--- config.mk ---
export PLATFORM = sky130hd
export DESIGN_NAME = port_e_io
export DESIGN_NICKNAME = d
export VERILOG_FILES = /design/src/hdl/port_e_pkg.sv /design/src/hdl/port_e_io.sv
export SDC_FILE = /design/constraint.sdc
export NUM_CORES = 1
export LEC_CHECK = 0
export BUFFER_PORTS_ARGS = -buffer_cell sky130_fd_sc_hd__buf_2
export CAP_MARGIN = 20
export CORE_UTILIZATION = 30
export CTS_BUF_LIST = sky130_fd_sc_hd__clkbuf_4 sky130_fd_sc_hd__clkbuf_8
export DETAILED_ROUTE_END_ITERATION = 6
export PLACE_DENSITY_LB_ADDON = 0.25
export SLEW_MARGIN = 10
export SYNTH_ARGS = -nofsm -noshare
export SYNTH_HDL_FRONTEND = slang
export SYNTH_SLANG_ARGS = --single-unit
export TNS_END_PERCENT = 10
--- constraint.sdc ---
create_clock -name pclk -period 3.87 [get_ports pclk]
set_input_delay 0.1935 -clock pclk [delete_from_list [all_inputs] [get_ports pclk]]
set_output_delay 0.1935 -clock pclk [all_outputs]
set_load 0.05 [all_outputs]
--- src/hdl/port_e_pkg.sv ---
// Constants, types and register map of the four-pin port block
// How it works
// - Direction bit one floats the pin driver; zero drives the latched value.
// - Data reads return zero for a pin selected as analog input.
// - Direction bits drive enables even for analog pins; software keeps them inputs.
// - After power-on the three lower pins default to analog inputs.
// - Latch reads return latch contents; writes update the latch.
// - Fourth pin is input only: digital input or master clear per config.
// - Analog selection leaves output drive alone but disables digital input.
// - Control resets direction bits to one, upper bits to zero; bit 3 reads zero.
// - Bit 7 flags a received word not yet read by the processor.
// - Bit 6 flags an output word not yet read by the external party.
// - Bit 5 sets on a write over an unread word; software clears it.
// - Bit 4 selects client port mode when one, plain I/O when zero.
// - In client mode pin 0 is read strobe, pin 1 write strobe.
// - In client mode pin 2 is the active-low chip select.
// - Reduced variant keeps only the fourth pin, present when master clear is off.
// - Data register bits 7..4 read zero; bit 3 shows fourth pin if enabled.
package port_e_pkg;

    // ------------------------------------------------------------
    // Register byte addresses
    // ------------------------------------------------------------
    localparam logic [7:0] ADDR_PIN_DATA  = 8'h00;
    localparam logic [7:0] ADDR_LATCH     = 8'h04;
    localparam logic [7:0] ADDR_DIR_STAT  = 8'h08;
    localparam logic [7:0] ADDR_IN_WORD   = 8'h0c;
    localparam logic [7:0] ADDR_OUT_WORD  = 8'h10;
    localparam logic [7:0] ADDR_IRQ_STAT  = 8'h14;
    localparam logic [7:0] ADDR_IRQ_MASK  = 8'h18;

    // ------------------------------------------------------------
    // Field positions and reset values
    // ------------------------------------------------------------
    localparam int BIT_IN_FULL    = 7;
    localparam int BIT_OUT_PEND   = 6;
    localparam int BIT_OVERRUN    = 5;
    localparam int BIT_CLIENT_EN  = 4;
    localparam int BIT_FOURTH_PIN = 3;
    localparam int BIT_RD_STROBE  = 0;
    localparam int BIT_WR_STROBE  = 1;
    localparam int BIT_CS_STROBE  = 2;
    localparam logic [2:0] DIR_RESET   = 3'h7;
    localparam logic [2:0] LATCH_RESET = 3'h0;
    localparam logic [7:0] WORD_RESET  = 8'h00;

    // Interrupt status layout
    localparam int IRQ_WRITE_DONE = 0;
    localparam int IRQ_READ_DONE  = 1;
    localparam int IRQ_OVERRUN    = 2;
    localparam int IRQ_W          = 3;
    localparam logic [2:0] IRQ_RESET = 3'h0;

    // ------------------------------------------------------------
    // Types
    // ------------------------------------------------------------
    typedef struct packed {
        logic cs_n;
        logic wr_n;
        logic rd_n;
    } strobe_s;

    typedef enum logic [2:0] {
        ST_IDLE  = 3'b001,
        ST_WRITE = 3'b010,
        ST_READ  = 3'b100
    } client_e;

endpackage

--- src/hdl/port_e_io.sv ---
// Four-pin port with direction, latch, client strobes and APB registers
`timescale 1ns/10ps
`default_nettype none

module port_e_io #(
    parameter int FULL_PORT = 1,
    parameter int DATA_W    = 8
) (
    input  wire logic              pclk,          // APB clock, 100 MHz
    input  wire logic              presetn,       // Async reset, low
    input  wire logic              psel,          // APB select
    input  wire logic              penable,       // APB access phase
    input  wire logic              pwrite,        // APB direction
    input  wire logic [7:0]        paddr,         // APB byte address
    input  wire logic [31:0]       pwdata,        // APB write data
    output logic [31:0]            prdata,        // APB read data
    output logic                   pready,        // APB ready
    output logic                   pslverr,       // APB error
    input  wire logic [2:0]        pin_in,        // Pin levels, pins 0..2
    output logic [2:0]             pin_out,       // Pin drive values
    output logic [2:0]             pin_oe,        // Pin drive enables
    input  wire logic [2:0]        analog_sel,    // Analog select per pin
    input  wire logic              input_only_pin,         // Fourth pin level
    input  wire logic              master_clear_pin_select, // Config setting
    output logic                   master_clear_n,         // Master clear, low
    input  wire logic [DATA_W-1:0] client_data_in,         // Client bus in
    output logic [DATA_W-1:0]      client_data_out,        // Client bus out
    output logic                   client_data_oe,         // Client bus drive
    output logic                   irq                     // Interrupt level
);

    // ------------------------------------------------------------
    // Elaboration checks
    // ------------------------------------------------------------
    generate
        if (DATA_W != 8) begin : g_bad_width
            $error("port_e_io: DATA_W must be 8");
        end
        if (FULL_PORT != 0 && FULL_PORT != 1) begin : g_bad_variant
            $error("port_e_io: FULL_PORT must be 0 or 1");
        end
    endgenerate

    // ------------------------------------------------------------
    // State
    // ------------------------------------------------------------
    logic [2:0]                dir_reg;
    logic [2:0]                dir_next;
    logic [2:0]                latch_reg;
    logic [2:0]                latch_next;
    logic                      client_en_reg;
    logic                      client_en_next;
    logic                      in_full_reg;
    logic                      in_full_next;
    logic                      out_pend_reg;
    logic                      out_pend_next;
    logic                      overrun_reg;
    logic                      overrun_next;
    logic [DATA_W-1:0]         in_word_reg;
    logic [DATA_W-1:0]         in_word_next;
    logic [DATA_W-1:0]         out_word_reg;
    logic [DATA_W-1:0]         out_word_next;
    logic [port_e_pkg::IRQ_W-1:0] irq_stat_reg;
    logic [port_e_pkg::IRQ_W-1:0] irq_stat_next;
    logic [port_e_pkg::IRQ_W-1:0] irq_mask_reg;
    logic [port_e_pkg::IRQ_W-1:0] irq_mask_next;
    logic [31:0]               rdata_reg;
    logic [31:0]               rdata_next;
    logic                      late_word_reg;
    logic                      late_word_next;
    logic                      oe_drive_reg;
    logic                      oe_drive_next;
    port_e_pkg::client_e       state_reg;
    port_e_pkg::client_e       state_next;

    // ------------------------------------------------------------
    // Bus decode
    // ------------------------------------------------------------
    wire setup    = psel & ~penable;
    wire access   = psel & penable;
    wire wr_xfer  = access & pwrite;
    wire rd_xfer  = access & ~pwrite;
    wire hit_pin  = (paddr == port_e_pkg::ADDR_PIN_DATA);
    wire hit_lat  = (paddr == port_e_pkg::ADDR_LATCH);
    wire hit_dir  = (paddr == port_e_pkg::ADDR_DIR_STAT);
    wire hit_in   = (paddr == port_e_pkg::ADDR_IN_WORD);
    wire hit_out  = (paddr == port_e_pkg::ADDR_OUT_WORD);
    wire hit_ist  = (paddr == port_e_pkg::ADDR_IRQ_STAT);
    wire hit_imk  = (paddr == port_e_pkg::ADDR_IRQ_MASK);
    wire hit_any  = hit_pin | hit_lat | hit_dir | hit_in | hit_out | hit_ist | hit_imk;
    wire wr_latch = wr_xfer & (hit_pin | hit_lat);
    wire wr_dir   = wr_xfer & hit_dir;
    wire wr_out   = wr_xfer & hit_out;
    wire wr_imk   = wr_xfer & hit_imk;
    wire rd_in    = rd_xfer & hit_in;
    wire rd_ist   = rd_xfer & hit_ist;

    // ------------------------------------------------------------
    // Pin paths
    // ------------------------------------------------------------
    wire full_port = (FULL_PORT != 0);

    // Converter logic owns the analog select and resets it to all-analog
    wire [2:0] analog_eff = full_port ? analog_sel : 3'h7;

    // Digital input path gated off under analog selection
    wire [2:0] pin_digital = pin_in & ~analog_eff;

    // Fourth pin is data only with master clear disabled
    wire fourth_pin_bit = ~master_clear_pin_select & input_only_pin;

    // Pins 0..2 read zero in the reduced variant
    wire [2:0] low_pins = full_port ? pin_digital : 3'h0;

    wire [7:0] pin_data_view = {4'h0, fourth_pin_bit, low_pins};

    wire [7:0] dir_stat_view = {in_full_reg, out_pend_reg, overrun_reg,
                                client_en_reg, 1'b0, dir_reg};

    // Driver follows direction only; analog select cannot override it
    genvar gi;
    generate
        for (gi = 0; gi < 3; gi++) begin : g_pin
            assign pin_oe[gi]  = full_port & ~dir_reg[gi];
            assign pin_out[gi] = latch_reg[gi];
        end
    endgenerate

    // Master clear asserted only while the pin is configured for it
    assign master_clear_n = ~master_clear_pin_select | input_only_pin;

    // ------------------------------------------------------------
    // Client strobes
    // ------------------------------------------------------------
    // Strobes use the raw pin level; converter config keeps them digital
    port_e_pkg::strobe_s strobe;
    assign strobe.rd_n = pin_in[port_e_pkg::BIT_RD_STROBE];
    assign strobe.wr_n = pin_in[port_e_pkg::BIT_WR_STROBE];
    assign strobe.cs_n = pin_in[port_e_pkg::BIT_CS_STROBE];

    // Strobes only count while every strobe pin is an input
    wire client_live = full_port & client_en_reg & (&dir_reg);
    wire wr_low      = client_live & ~strobe.cs_n & ~strobe.wr_n;
    wire rd_low      = client_live & ~strobe.cs_n & ~strobe.rd_n;

    always_comb begin
        state_next = state_reg;
        unique case (state_reg)
            port_e_pkg::ST_IDLE: begin
                if (wr_low) begin
                    state_next = port_e_pkg::ST_WRITE;
                end else if (rd_low) begin
                    state_next = port_e_pkg::ST_READ;
                end
            end
            port_e_pkg::ST_WRITE: begin
                if (!wr_low) begin
                    state_next = port_e_pkg::ST_IDLE;
                end
            end
            port_e_pkg::ST_READ: begin
                if (!rd_low) begin
                    state_next = port_e_pkg::ST_IDLE;
                end
            end
            default: begin
                state_next = port_e_pkg::ST_IDLE;
            end
        endcase
    end

    wire in_write   = (state_reg == port_e_pkg::ST_WRITE);
    wire in_read    = (state_reg == port_e_pkg::ST_READ);
    wire idle       = (state_reg == port_e_pkg::ST_IDLE);
    wire write_end  = in_write & ~wr_low;
    wire read_start = idle & ~wr_low & rd_low;
    wire read_end   = in_read & ~rd_low;
    wire read_busy  = read_start | (in_read & rd_low);

    // ------------------------------------------------------------
    // Next-state logic for registers
    // ------------------------------------------------------------
    assign latch_next = wr_latch ? pwdata[2:0] : latch_reg;

    assign dir_next = wr_dir ? pwdata[2:0] : dir_reg;

    assign client_en_next = wr_dir ? pwdata[port_e_pkg::BIT_CLIENT_EN]
                                   : client_en_reg;

    // Word landing after the read captured its data must stay flagged
    assign late_word_next = setup & ~pwrite & hit_in & write_end;

    // Incoming word sets the flag; the processor read clears it; set wins
    assign in_full_next = write_end ? 1'b1
                        : ((rd_in & ~late_word_reg) ? 1'b0
                        : in_full_reg);

    // Word written while a read is underway goes straight out unflagged
    assign out_pend_next = read_start ? 1'b0
                         : ((wr_out & ~read_busy) ? 1'b1
                         : out_pend_reg);

    // Software may only clear the overrun flag; a new overrun wins
    assign overrun_next = (write_end & in_full_reg) ? 1'b1
                        : ((wr_dir & ~pwdata[port_e_pkg::BIT_OVERRUN])
                           ? 1'b0 : overrun_reg);

    assign in_word_next  = write_end ? client_data_in : in_word_reg;
    assign out_word_next = wr_out ? pwdata[DATA_W-1:0] : out_word_reg;

    // Bus drive is registered so the data output comes from a flip-flop
    assign oe_drive_next = read_busy & state_next == port_e_pkg::ST_READ;

    // ------------------------------------------------------------
    // Interrupt status
    // ------------------------------------------------------------
    logic [port_e_pkg::IRQ_W-1:0] irq_event;
    assign irq_event[port_e_pkg::IRQ_WRITE_DONE] = write_end;
    assign irq_event[port_e_pkg::IRQ_READ_DONE]  = read_end;
    assign irq_event[port_e_pkg::IRQ_OVERRUN]    = write_end & in_full_reg;

    // Read clears only the bits it returned; later events survive
    assign irq_stat_next = irq_event
                         | (rd_ist ? (irq_stat_reg & ~rdata_reg[port_e_pkg::IRQ_W-1:0])
                                   : irq_stat_reg);
    assign irq_mask_next = wr_imk ? pwdata[port_e_pkg::IRQ_W-1:0] : irq_mask_reg;
    assign irq = |(irq_stat_reg & irq_mask_reg);

    // ------------------------------------------------------------
    // Read data, sampled in the setup cycle
    // ------------------------------------------------------------
    wire [31:0] rd_mux =
        hit_pin ? {24'h0, pin_data_view} :
        hit_lat ? {29'h0, latch_reg} :
        hit_dir ? {24'h0, dir_stat_view} :
        hit_in  ? {24'h0, in_word_reg} :
        hit_out ? {24'h0, out_word_reg} :
        hit_ist ? {29'h0, irq_stat_reg} :
        hit_imk ? {29'h0, irq_mask_reg} : 32'h0;

    assign rdata_next = (setup & ~pwrite) ? rd_mux : rdata_reg;

    assign prdata  = rdata_reg;
    assign pready  = 1'b1;
    assign pslverr = access & ~hit_any;

    assign client_data_out = out_word_reg;
    assign client_data_oe  = oe_drive_reg;

    // ------------------------------------------------------------
    // Flip-flops
    // ------------------------------------------------------------
    always_ff @(posedge pclk or negedge presetn) begin
        if (!presetn) begin
            dir_reg       <= port_e_pkg::DIR_RESET;
            latch_reg     <= port_e_pkg::LATCH_RESET;
            client_en_reg <= 1'b0;
        end else begin
            dir_reg       <= dir_next;
            latch_reg     <= latch_next;
            client_en_reg <= client_en_next;
        end
    end

    always_ff @(posedge pclk or negedge presetn) begin
        if (!presetn) begin
            in_full_reg   <= 1'b0;
            out_pend_reg  <= 1'b0;
            overrun_reg   <= 1'b0;
            late_word_reg <= 1'b0;
        end else begin
            in_full_reg   <= in_full_next;
            out_pend_reg  <= out_pend_next;
            overrun_reg   <= overrun_next;
            late_word_reg <= late_word_next;
        end
    end

    always_ff @(posedge pclk or negedge presetn) begin
        if (!presetn) begin
            in_word_reg  <= port_e_pkg::WORD_RESET;
            out_word_reg <= port_e_pkg::WORD_RESET;
            oe_drive_reg <= 1'b0;
            state_reg    <= port_e_pkg::ST_IDLE;
        end else begin
            in_word_reg  <= in_word_next;
            out_word_reg <= out_word_next;
            oe_drive_reg <= oe_drive_next;
            state_reg    <= state_next;
        end
    end

    always_ff @(posedge pclk or negedge presetn) begin
        if (!presetn) begin
            irq_stat_reg <= port_e_pkg::IRQ_RESET;
            irq_mask_reg <= port_e_pkg::IRQ_RESET;
            rdata_reg    <= 32'h0;
        end else begin
            irq_stat_reg <= irq_stat_next;
            irq_mask_reg <= irq_mask_next;
            rdata_reg    <= rdata_next;
        end
    end

endmodule

`default_nettype wire

==> results of run 1 <==
==> layer usage <==
| metal | vias to the layer above | global-route usage, % | part of all wire (%) |
|---|---|---|---|
| li1 | 887 | - | - |
| met1 | 888 | 20.18 | 48 |
| met2 | 54 | 21.46 | 47 |
| met3 | 5 | 3.151 | 4.2 |
| met4 | 0 | 3.125 | 0.64 |
| met5 | - | 0 | 0 |
==> stage by stage <==
step | hold slack [ns] | worst slack [ns] | power [W] | cell area (µm²)
2_1_floorplan | -0.1021 | 1.930 | 0.0006115 | 2516
3_3_place_gp | 0.4268 | 1.466 | 0.0006369 | 2743
3_5_place_dp | 0.4293 | 1.477 | 0.0006383 | 2743
4_1_cts | 0.1175 | 1.715 | 0.0009426 | 2834
5_1_grt | 0.1183 | 1.607 | 0.0009737 | 2864
6_report | 0.1292 | 1.731 | 0.0009284 | 2864
==> cell type report <==
type,instances,area share (%)
clock buffer,8,3.189
inverter,15,1.966
multi-input combinational,162,38.75
sequential,45,39.49
tap,102,4.456
timing repair buffer,65,12.15
==> worst register-to-register path, stage by stage (launching register included) <==
cell and delay [ns]:
dfstp_2 0.56, nand4_1 0.19, or3_1 0.45, nand2_1 0.43
mux2_2 0.40
==> worst min-delay path by stage <==
stage,cells after the start,start,to
floorplan,0,presetn,client_data_oe
global placement,1,presetn,client_data_out[5]
detailed placement,2,client_data_in[3],in_word_reg[3]
CTS,1,presetn,in_word_reg[3]
global route,2,client_data_in[3],in_word_reg[3]
finish,2,client_data_in[3],in_word_reg[3]
==> layout by cell type (no fill, tap or decap), types with 5 or more instances in the layout <==
cell and instances:
nor2_1 8, conb_1 25, dfrtp_1 41, inv_1 15, o21ai_0 6, nand2b_1 5
nand2_1 24, o41ai_1 5, buf_2 62, a21oi_1 8, mux2i_1 10, clkbuf_8 5
mux2_2 23
==> kinds of logic after synthesis <==
kind of cell    synth area share [%]
compound gates                 10.04
xor+xnor                      0.3605
mux                            16.63
other cells                   0.3091
buf+inv                        11.33
flops                          46.55
simple gates                   14.78
==> power by group <==
| group | leakage (nW) | switching [W] | total (W) | internal (W) |
|---|---|---|---|---|
| logic | 0.780 | 0.000113 | 0.000148 | 0.0000349 |
| registers | 0.607 | 0.00000572 | 0.000484 | 0.000478 |
| clock network | 0.0498 | 0.000148 | 0.000297 | 0.000149 |
==> results.cfg, run 1 <==
[synth]
yosysMostFrequentCell = dfrtp_1
syn_area_um2 = 2430
ys_ff_latch = 45
synth_warnings = 0
synth-edff-count = 0
synthCells = 232
avgSynthCellArea_um2 = 10.47
synth_top_cell_by_area = dfrtp_1
synth_ff_type = dfrtp_1
synth_cell_types = 45
synth_area_leaders = dfrtp_1 42%, mux2_2 11%, buf_4 7.7%
synthArstFlopShare_pct = 100.0
ys_seq_area_share_pct = 46.55
synth_top_area_share_pct = 42.22
yosys-top-cells-count = 41 x dfrtp_1, 25 x buf_4, 24 x nand2_1

[drt]
wl_per_cell_um = 14.27
first_pass_iters = 4
via_count = 1834
wirelength_um = 5667
drt_iter0_markers = 47
ant_nets = 0
vias_per_cell = 4.620
drc = 0

[worst_setup_path]
cpMaxStageDelayCell = dfstp_2
crit_cells = 4
critPathLaunchType = flop
crit_end = in_word_reg[5]
cp_slowest_stage_delay_ns = 0.56
reg2reg_to = in_word_reg[5]
worst_setup_path_end_kind = flop
crit_start = dir_reg[0]
critPathArrivalTime_ns = 2.32
path_max_fanout = 12
r2r_slack_ns = 1.73
crit_type = reg -> reg
worstPathRequired_ns = 4.05
r2r-start = dir_reg[0]
cpLargestDelayFamily = simple AND/OR/NAND/NOR gates
cp_cell_sequence = nand4_1 -> or3_1 -> nand2_1 -> mux2_2
worst-path-buf-inv = 0
reg2regPathDepth = 4

[layout]
multi_input_area_um2 = 1110
nFillCells = 831
area_growth_pct = 17.87
layout-drive-gt1-share_pct = 35.93
fin_cells = 397
fin_util_pct = 36.87
layout.area.seq_um2 = 1131
nets = 355
antennaDiodeCount = 0

[clock_network]
cts_sinks = 45
cts_setup_buffers = 0
worstSkewPairLatency_ns = 0.29
cts_tree = built
hold_buffers = 0
cts.path.max_buffers = 2
h-tree-depth = 2
cts-buffers-inserted = 5
cts_resized = 0
clk_pin_slew_ns = 0.08
ctsRootBufferMaster = clkbuf_8

[floorplanning]
pin_count = 112
chipHeight_um = 92.00
fp.coreArea_um2 = 7767
rows = 32
start_util_pct = 31.28
die_x_um = 92.00
die_area_um2 = 8463

[sta]
worst_pin_slew_ns = 0.6438
final.min_clock_period_ns = 2.139
clock_skew_ns = 0.002110
slew_headroom_pct = 56.49
report.final.hold_viol_count = 0
rsz0062_at_grt = false
setup_violations = 0
fmax_ghz = 0.4675
finalCritPeriodShare_pct = 55.27
setup_tns_ns = 0
final_max_slew_viol_count = 0

[placed_design]
place.port_buffers = 62
place_inst = 387
place_hpwl_um = 4283
routabilityCongestion = 0.7510

[pwr]
p_leak_nw = 1.437
max-vdd-ir-drop_mv = 0.2013
power.density_nw_per_um2 = 324.2

[grt]
grt_start_max_net_pins = 46
grt-ovfl-total = 0
grt_pass1_vias = 1805
grtUsageTotal_pct = 14.04
grt_pass1_wl_um = 9259
antenna_found_initial = 0

[status]
status = finished, final reports clean

[run]
cap_violations = 0

[min_path]
hp-class = in -> reg
Power figures use the tool's default switching activity.
==> inputs of run 2 (changes only) <==
==> constraint.sdc (replaced) <==
create_clock -name pclk -period 2.2 [get_ports pclk]
set_input_delay 0.11 -clock pclk [delete_from_list [all_inputs] [get_ports pclk]]
set_output_delay 0.11 -clock pclk [all_outputs]
set_load 0.05 [all_outputs]
==> results.cfg, run 2 (same netlist as run 1, synthesis figures left out) <==
[clock_network]
h-tree-depth = 2
ctsRootBufferMaster = clkbuf_8
cts_setup_buffers = 0
cts_sinks = 45
worstSkewPairLatency_ns = 0.31
cts_tree = built
cts-buffers-inserted = 5
clk_pin_slew_ns = 0.09
cts.path.max_buffers = 2

[worst_setup_path]
worst_setup_path_end_kind = flop
path_max_fanout = 9
critPathLaunchType = flop
worstPathRequired_ns = 2.39
critPathArrivalTime_ns = 2.17
crit_type = reg -> reg

[min_path]
hp-class = in -> reg

[drt]
drt_iter0_markers = 120
wl_per_cell_um = 14.34
wirelength_um = 5823
ant_nets = 0
first_pass_iters = 4
via_count = 1917
drc = 0
vias_per_cell = 4.722

[placed_design]
placed_cell_area_um2 = 2830
place.port_buffers = 62
place_hpwl_um = 4492
place_inst = 397
routabilityCongestion = 0.7629

[layout]
nets = 364
final_cell_mix = 62 x buf_2, 41 x dfrtp_1, 25 x conb_1
layout-drive-gt1-share_pct = 37.83
antennaDiodeCount = 0
fin_cells = 406
area_growth_pct = 21.63
final_area_um2 = 2955
mostFrequentLayoutCell = buf_2

[floorplanning]
die_x_um = 92.00
pin_count = 112
rows = 32
chipHeight_um = 92.00
fp.coreArea_um2 = 7767
die_area_um2 = 8463
start_util_pct = 31.28

[pwr]
pwr-share-clk_pct = 37.1
power_w = 0.001766
p_leak_nw = 1.489
combPwrFrac_pct = 14.7
intPower_w = 0.001255
max-vdd-ir-drop_mv = 0.2132
power.density_nw_per_um2 = 597.6
switching_share_pct = 28.94
netSwitchingPower_w = 0.0005111
seqPwrFrac_pct = 48.2

[sta]
rsz0062_at_grt = false
setup_tns_ns = 0
slew_headroom_pct = 65.46
report.final.hold_viol_count = 0
fmax_ghz = 0.5057
worst_pin_slew_ns = 0.5181
setup_violations = 0
final_max_slew_viol_count = 0
finalCritPeriodShare_pct = 89.88
final.min_clock_period_ns = 1.977
clock_skew_ns = 0.009465

[grt]
grt-ovfl-total = 0
grtUsageTotal_pct = 14.43
grt_pass1_wl_um = 9480
antenna_found_initial = 0
grt_pass1_vias = 1820
grt_start_max_net_pins = 26

[status]
status = finished, final reports clean

[run]
cap_violations = 0
## run 2: cell types whose count changed in the layout (fill, tap and decap cells not counted), sizes merged
cell,before,now
clkbuf,8,6
buf,64,73
bufinv,0,1
clkinv,0,1
## run 2: path summary, 6_finish.rpt
path	cells past startpoint	startpoint	slack, ns	to
worst max-delay path	5	dir_reg[0]	0.22	in_word_reg[0]
worst min-delay path	2	client_data_in[7]	0.03	in_word_reg[7]
worst max register to register	5	dir_reg[0]	0.22	in_word_reg[0]
worst min register to register	2	prdata[7]	0.49	prdata[7]
max in group asynchronous	3	presetn	1.49	state_reg[0]
min in group asynchronous	2	presetn	0.14	client_data_out[5]
## run 2: final cells by class
class	instances	area, µm²
Clock buffer	6	76.32
Timing Repair Buffer	74	415.4
Sequential cell	45	1131
Fill cell	811	4812
Inverter	15	56.30
Clock inverter	2	38.79
Tap cell	102	127.6
Multi-Input combinational cell	162	1110
## run 2: power by group through the flow
stage | combinational [W] | clock [W] | sequential (W)
6_report | 0.000260 | 0.000655 | 0.000851
3_3_place_gp | 0.000258 | 0 | 0.000867
4_1_cts | 0.000261 | 0.000670 | 0.000851
2_1_floorplan | 0.000196 | 0 | 0.000880
3_5_place_dp | 0.000260 | 0 | 0.000867
5_1_grt | 0.000281 | 0.000704 | 0.000853
## run 2: what timing repair did
item	4_1_cts	5_1_grt
hold endpoints to repair	41	0
resized for setup	0	0
setup endpoints to repair	0	0
hold buffers	1	0
## run 2: through the flow
| step | worst slack (ns) | utilization [%] | hold slack (ns) |
|---|---|---|---|
| 3_5_place_dp | 0.1753 | 36.44 | -0.06425 |
| 5_1_grt | 0.09743 | 38.05 | 0.02450 |
| 4_1_cts | 0.2103 | 38.05 | 0.02276 |
| 6_report | 0.2227 | 38.05 | 0.02794 |
| 3_3_place_gp | 0.1761 | 36.44 | -0.06649 |
| 2_1_floorplan | 0.2597 | - | -0.1856 |
## run 2: worst max-delay path: stages, from the launching register on
cell	delay, ns
dfstp_2	0.58
nand4_1	0.20
or3_1	0.46
nand2_1	0.10
buf_4	0.18
mux2_2	0.35
## run 2: layer usage
metal,global-route usage [%],vias up,share of wire (%),wire (µm)
met1,20.59,932,47,2716
li1,-,908,-,-
met2,22.14,72,46,2693
met5,0,-,0,0
met4,3.516,0,0.98,57
met3,3.234,5,6.1,356
==> inputs of run 3 (changes only) <==
--- a/config.mk
+++ b/config.mk
@@ -7,6 +7,7 @@
 export LEC_CHECK = 0
 export BUFFER_PORTS_ARGS = -buffer_cell sky130_fd_sc_hd__buf_2
 export CAP_MARGIN = 20
+export CORE_MARGIN = 10
 export CORE_UTILIZATION = 30
 export CTS_BUF_LIST = sky130_fd_sc_hd__clkbuf_4 sky130_fd_sc_hd__clkbuf_8
 export DETAILED_ROUTE_END_ITERATION = 6
==> results.cfg, run 3 (same netlist as run 1, synthesis figures left out) <==
[clock_network]
ctsRootBufferMaster = clkbuf_8
worstSkewPairLatency_ns = 0.30
cts_sinks = 45
h-tree-depth = 2
cts_setup_buffers = 0
cts_tree = built
clk_pin_slew_ns = 0.08
cts.path.max_buffers = 2
cts_resized = 0
cts-buffers-inserted = 5

[pwr]
p_leak_nw = 1.477
power_w = 0.001666
power.density_nw_per_um2 = 569.8
max-vdd-ir-drop_mv = 0.1735

[worst_setup_path]
reg2reg_to = in_word_reg[2]
r2r-start = dir_reg[2]
worstPathRequired_ns = 2.38
worst_setup_path_end_kind = flop
critPathLaunchType = flop
path_max_fanout = 12
crit_type = reg -> reg
reg2regPathDepth = 5
r2r_slack_ns = 0.26
critPathArrivalTime_ns = 2.12

[placed_design]
place_hpwl_um = 5154
dp_slack_ns = 0.1451
place.port_buffers = 62
routabilityCongestion = 0.7604
placed_cell_area_um2 = 2815

[min_path]
whs_path_depth = 2
holdPathEnd = in_word_reg[4]
hp-class = in -> reg
min_from = client_data_in[4]

[drt]
via_count = 1861
vias_per_cell = 4.606
wl_per_cell_um = 15.94
drt_iter0_markers = 58
first_pass_iters = 4
ant_nets = 0
drc = 0
wirelength_um = 6438

[sta]
setup_tns_ns = 0
worst_pin_slew_ns = 0.5787
fmax_ghz = 0.5157
clock_skew_ns = 0.006749
report.final.hold_viol_count = 0
setup_ws_ns = 0.2609
slew_headroom_pct = 60.90
final.min_clock_period_ns = 1.939
rsz0062_at_grt = false
final_max_slew_viol_count = 0
setup_violations = 0
finalCritPeriodShare_pct = 88.14

[grt]
grt-ovfl-total = 0
antenna_found_initial = 0
grt_start_max_net_pins = 46
grt_pass1_vias = 1929
grtUsageTotal_pct = 10.78
grt_pass1_wl_um = 10170

[floorplanning]
die_x_um = 110.0
fp.coreArea_um2 = 7807
start_util_pct = 31.12
rows = 32
chipHeight_um = 110.0
die_area_um2 = 12100
pin_count = 112

[layout]
antennaDiodeCount = 0
nets = 362
mostFrequentLayoutCell = buf_2
area_growth_pct = 20.29
final_cell_mix = 62 x buf_2, 41 x dfrtp_1, 25 x conb_1
fin_util_pct = 37.44
layout-drive-gt1-share_pct = 37.42
final_area_um2 = 2923

[status]
status = finished, final reports clean

[run]
cap_violations = 0
## run 3: changes by cell type in the layout (fill, tap and decap cells not counted), sizes merged
cell    change
clkinv      -1
buf         -2
bufinv      -1
clkbuf      +2
## run 3: routing by layer
layer	global-route usage, %	up-vias	routed length [µm]
met1	14.04	885	2868
met3	3.482	7	570
met2	16.77	62	2920
li1	-	907	-
met5	0	-	0
met4	3.067	0	78
## run 3: repair_timing
item	4_1_cts	5_1_grt
hold buffers	1	0
setup endpoints to repair	0	0
hold endpoints to repair	41	0
## run 3: worst max path at each step
stage / to / slack [ns] / cells after the start / start
after floorplan: in_word_reg[1] / 0.26 / 5 / dir_reg[2]
after global placement: client_data_out[5] / 0.16 / 6 / paddr[0]
after detailed placement: client_data_out[5] / 0.15 / 6 / paddr[0]
after CTS: in_word_reg[2] / 0.25 / 5 / dir_reg[2]
after global routing: in_word_reg[6] / 0.14 / 5 / dir_reg[0]
final: in_word_reg[2] / 0.26 / 5 / dir_reg[2]
## run 3: worst max-delay path, stage by stage (launching register included)
cell	delay [ns]
dfstp_2	0.56
nand4_1	0.19
or3_1	0.45
nand2_1	0.14
buf_12	0.14
mux2_2	0.33
## run 3: cell type report
cell class	instances	area (µm²)
flip-flops and latches	45	1131
inverters	15	56.30
fillers	817	4885
multi-input cells	162	1110
repair buffers	72	400.4
well taps	102	127.6
clock buffers	8	97.59
## run 3: power by group
group	internal (W)	leakage [nW]	switching (W)	total, W
clock network	0.000281	0.0523	0.000273	0.000554
logic	0.0000607	0.818	0.000201	0.000261
registers	0.000840	0.607	0.00000982	0.000850
total	0.00118	1.48	0.000483	0.00167
## run 3: through the flow
stage / hold WS (ns) / std cells
2_1_floorplan: -0.1856 / 255
3_3_place_gp: 0.2412 / 395
3_5_place_dp: 0.2483 / 395
4_1_cts: 0.03219 / 404
5_1_grt: 0.02871 / 404
6_report: 0.03771 / 404
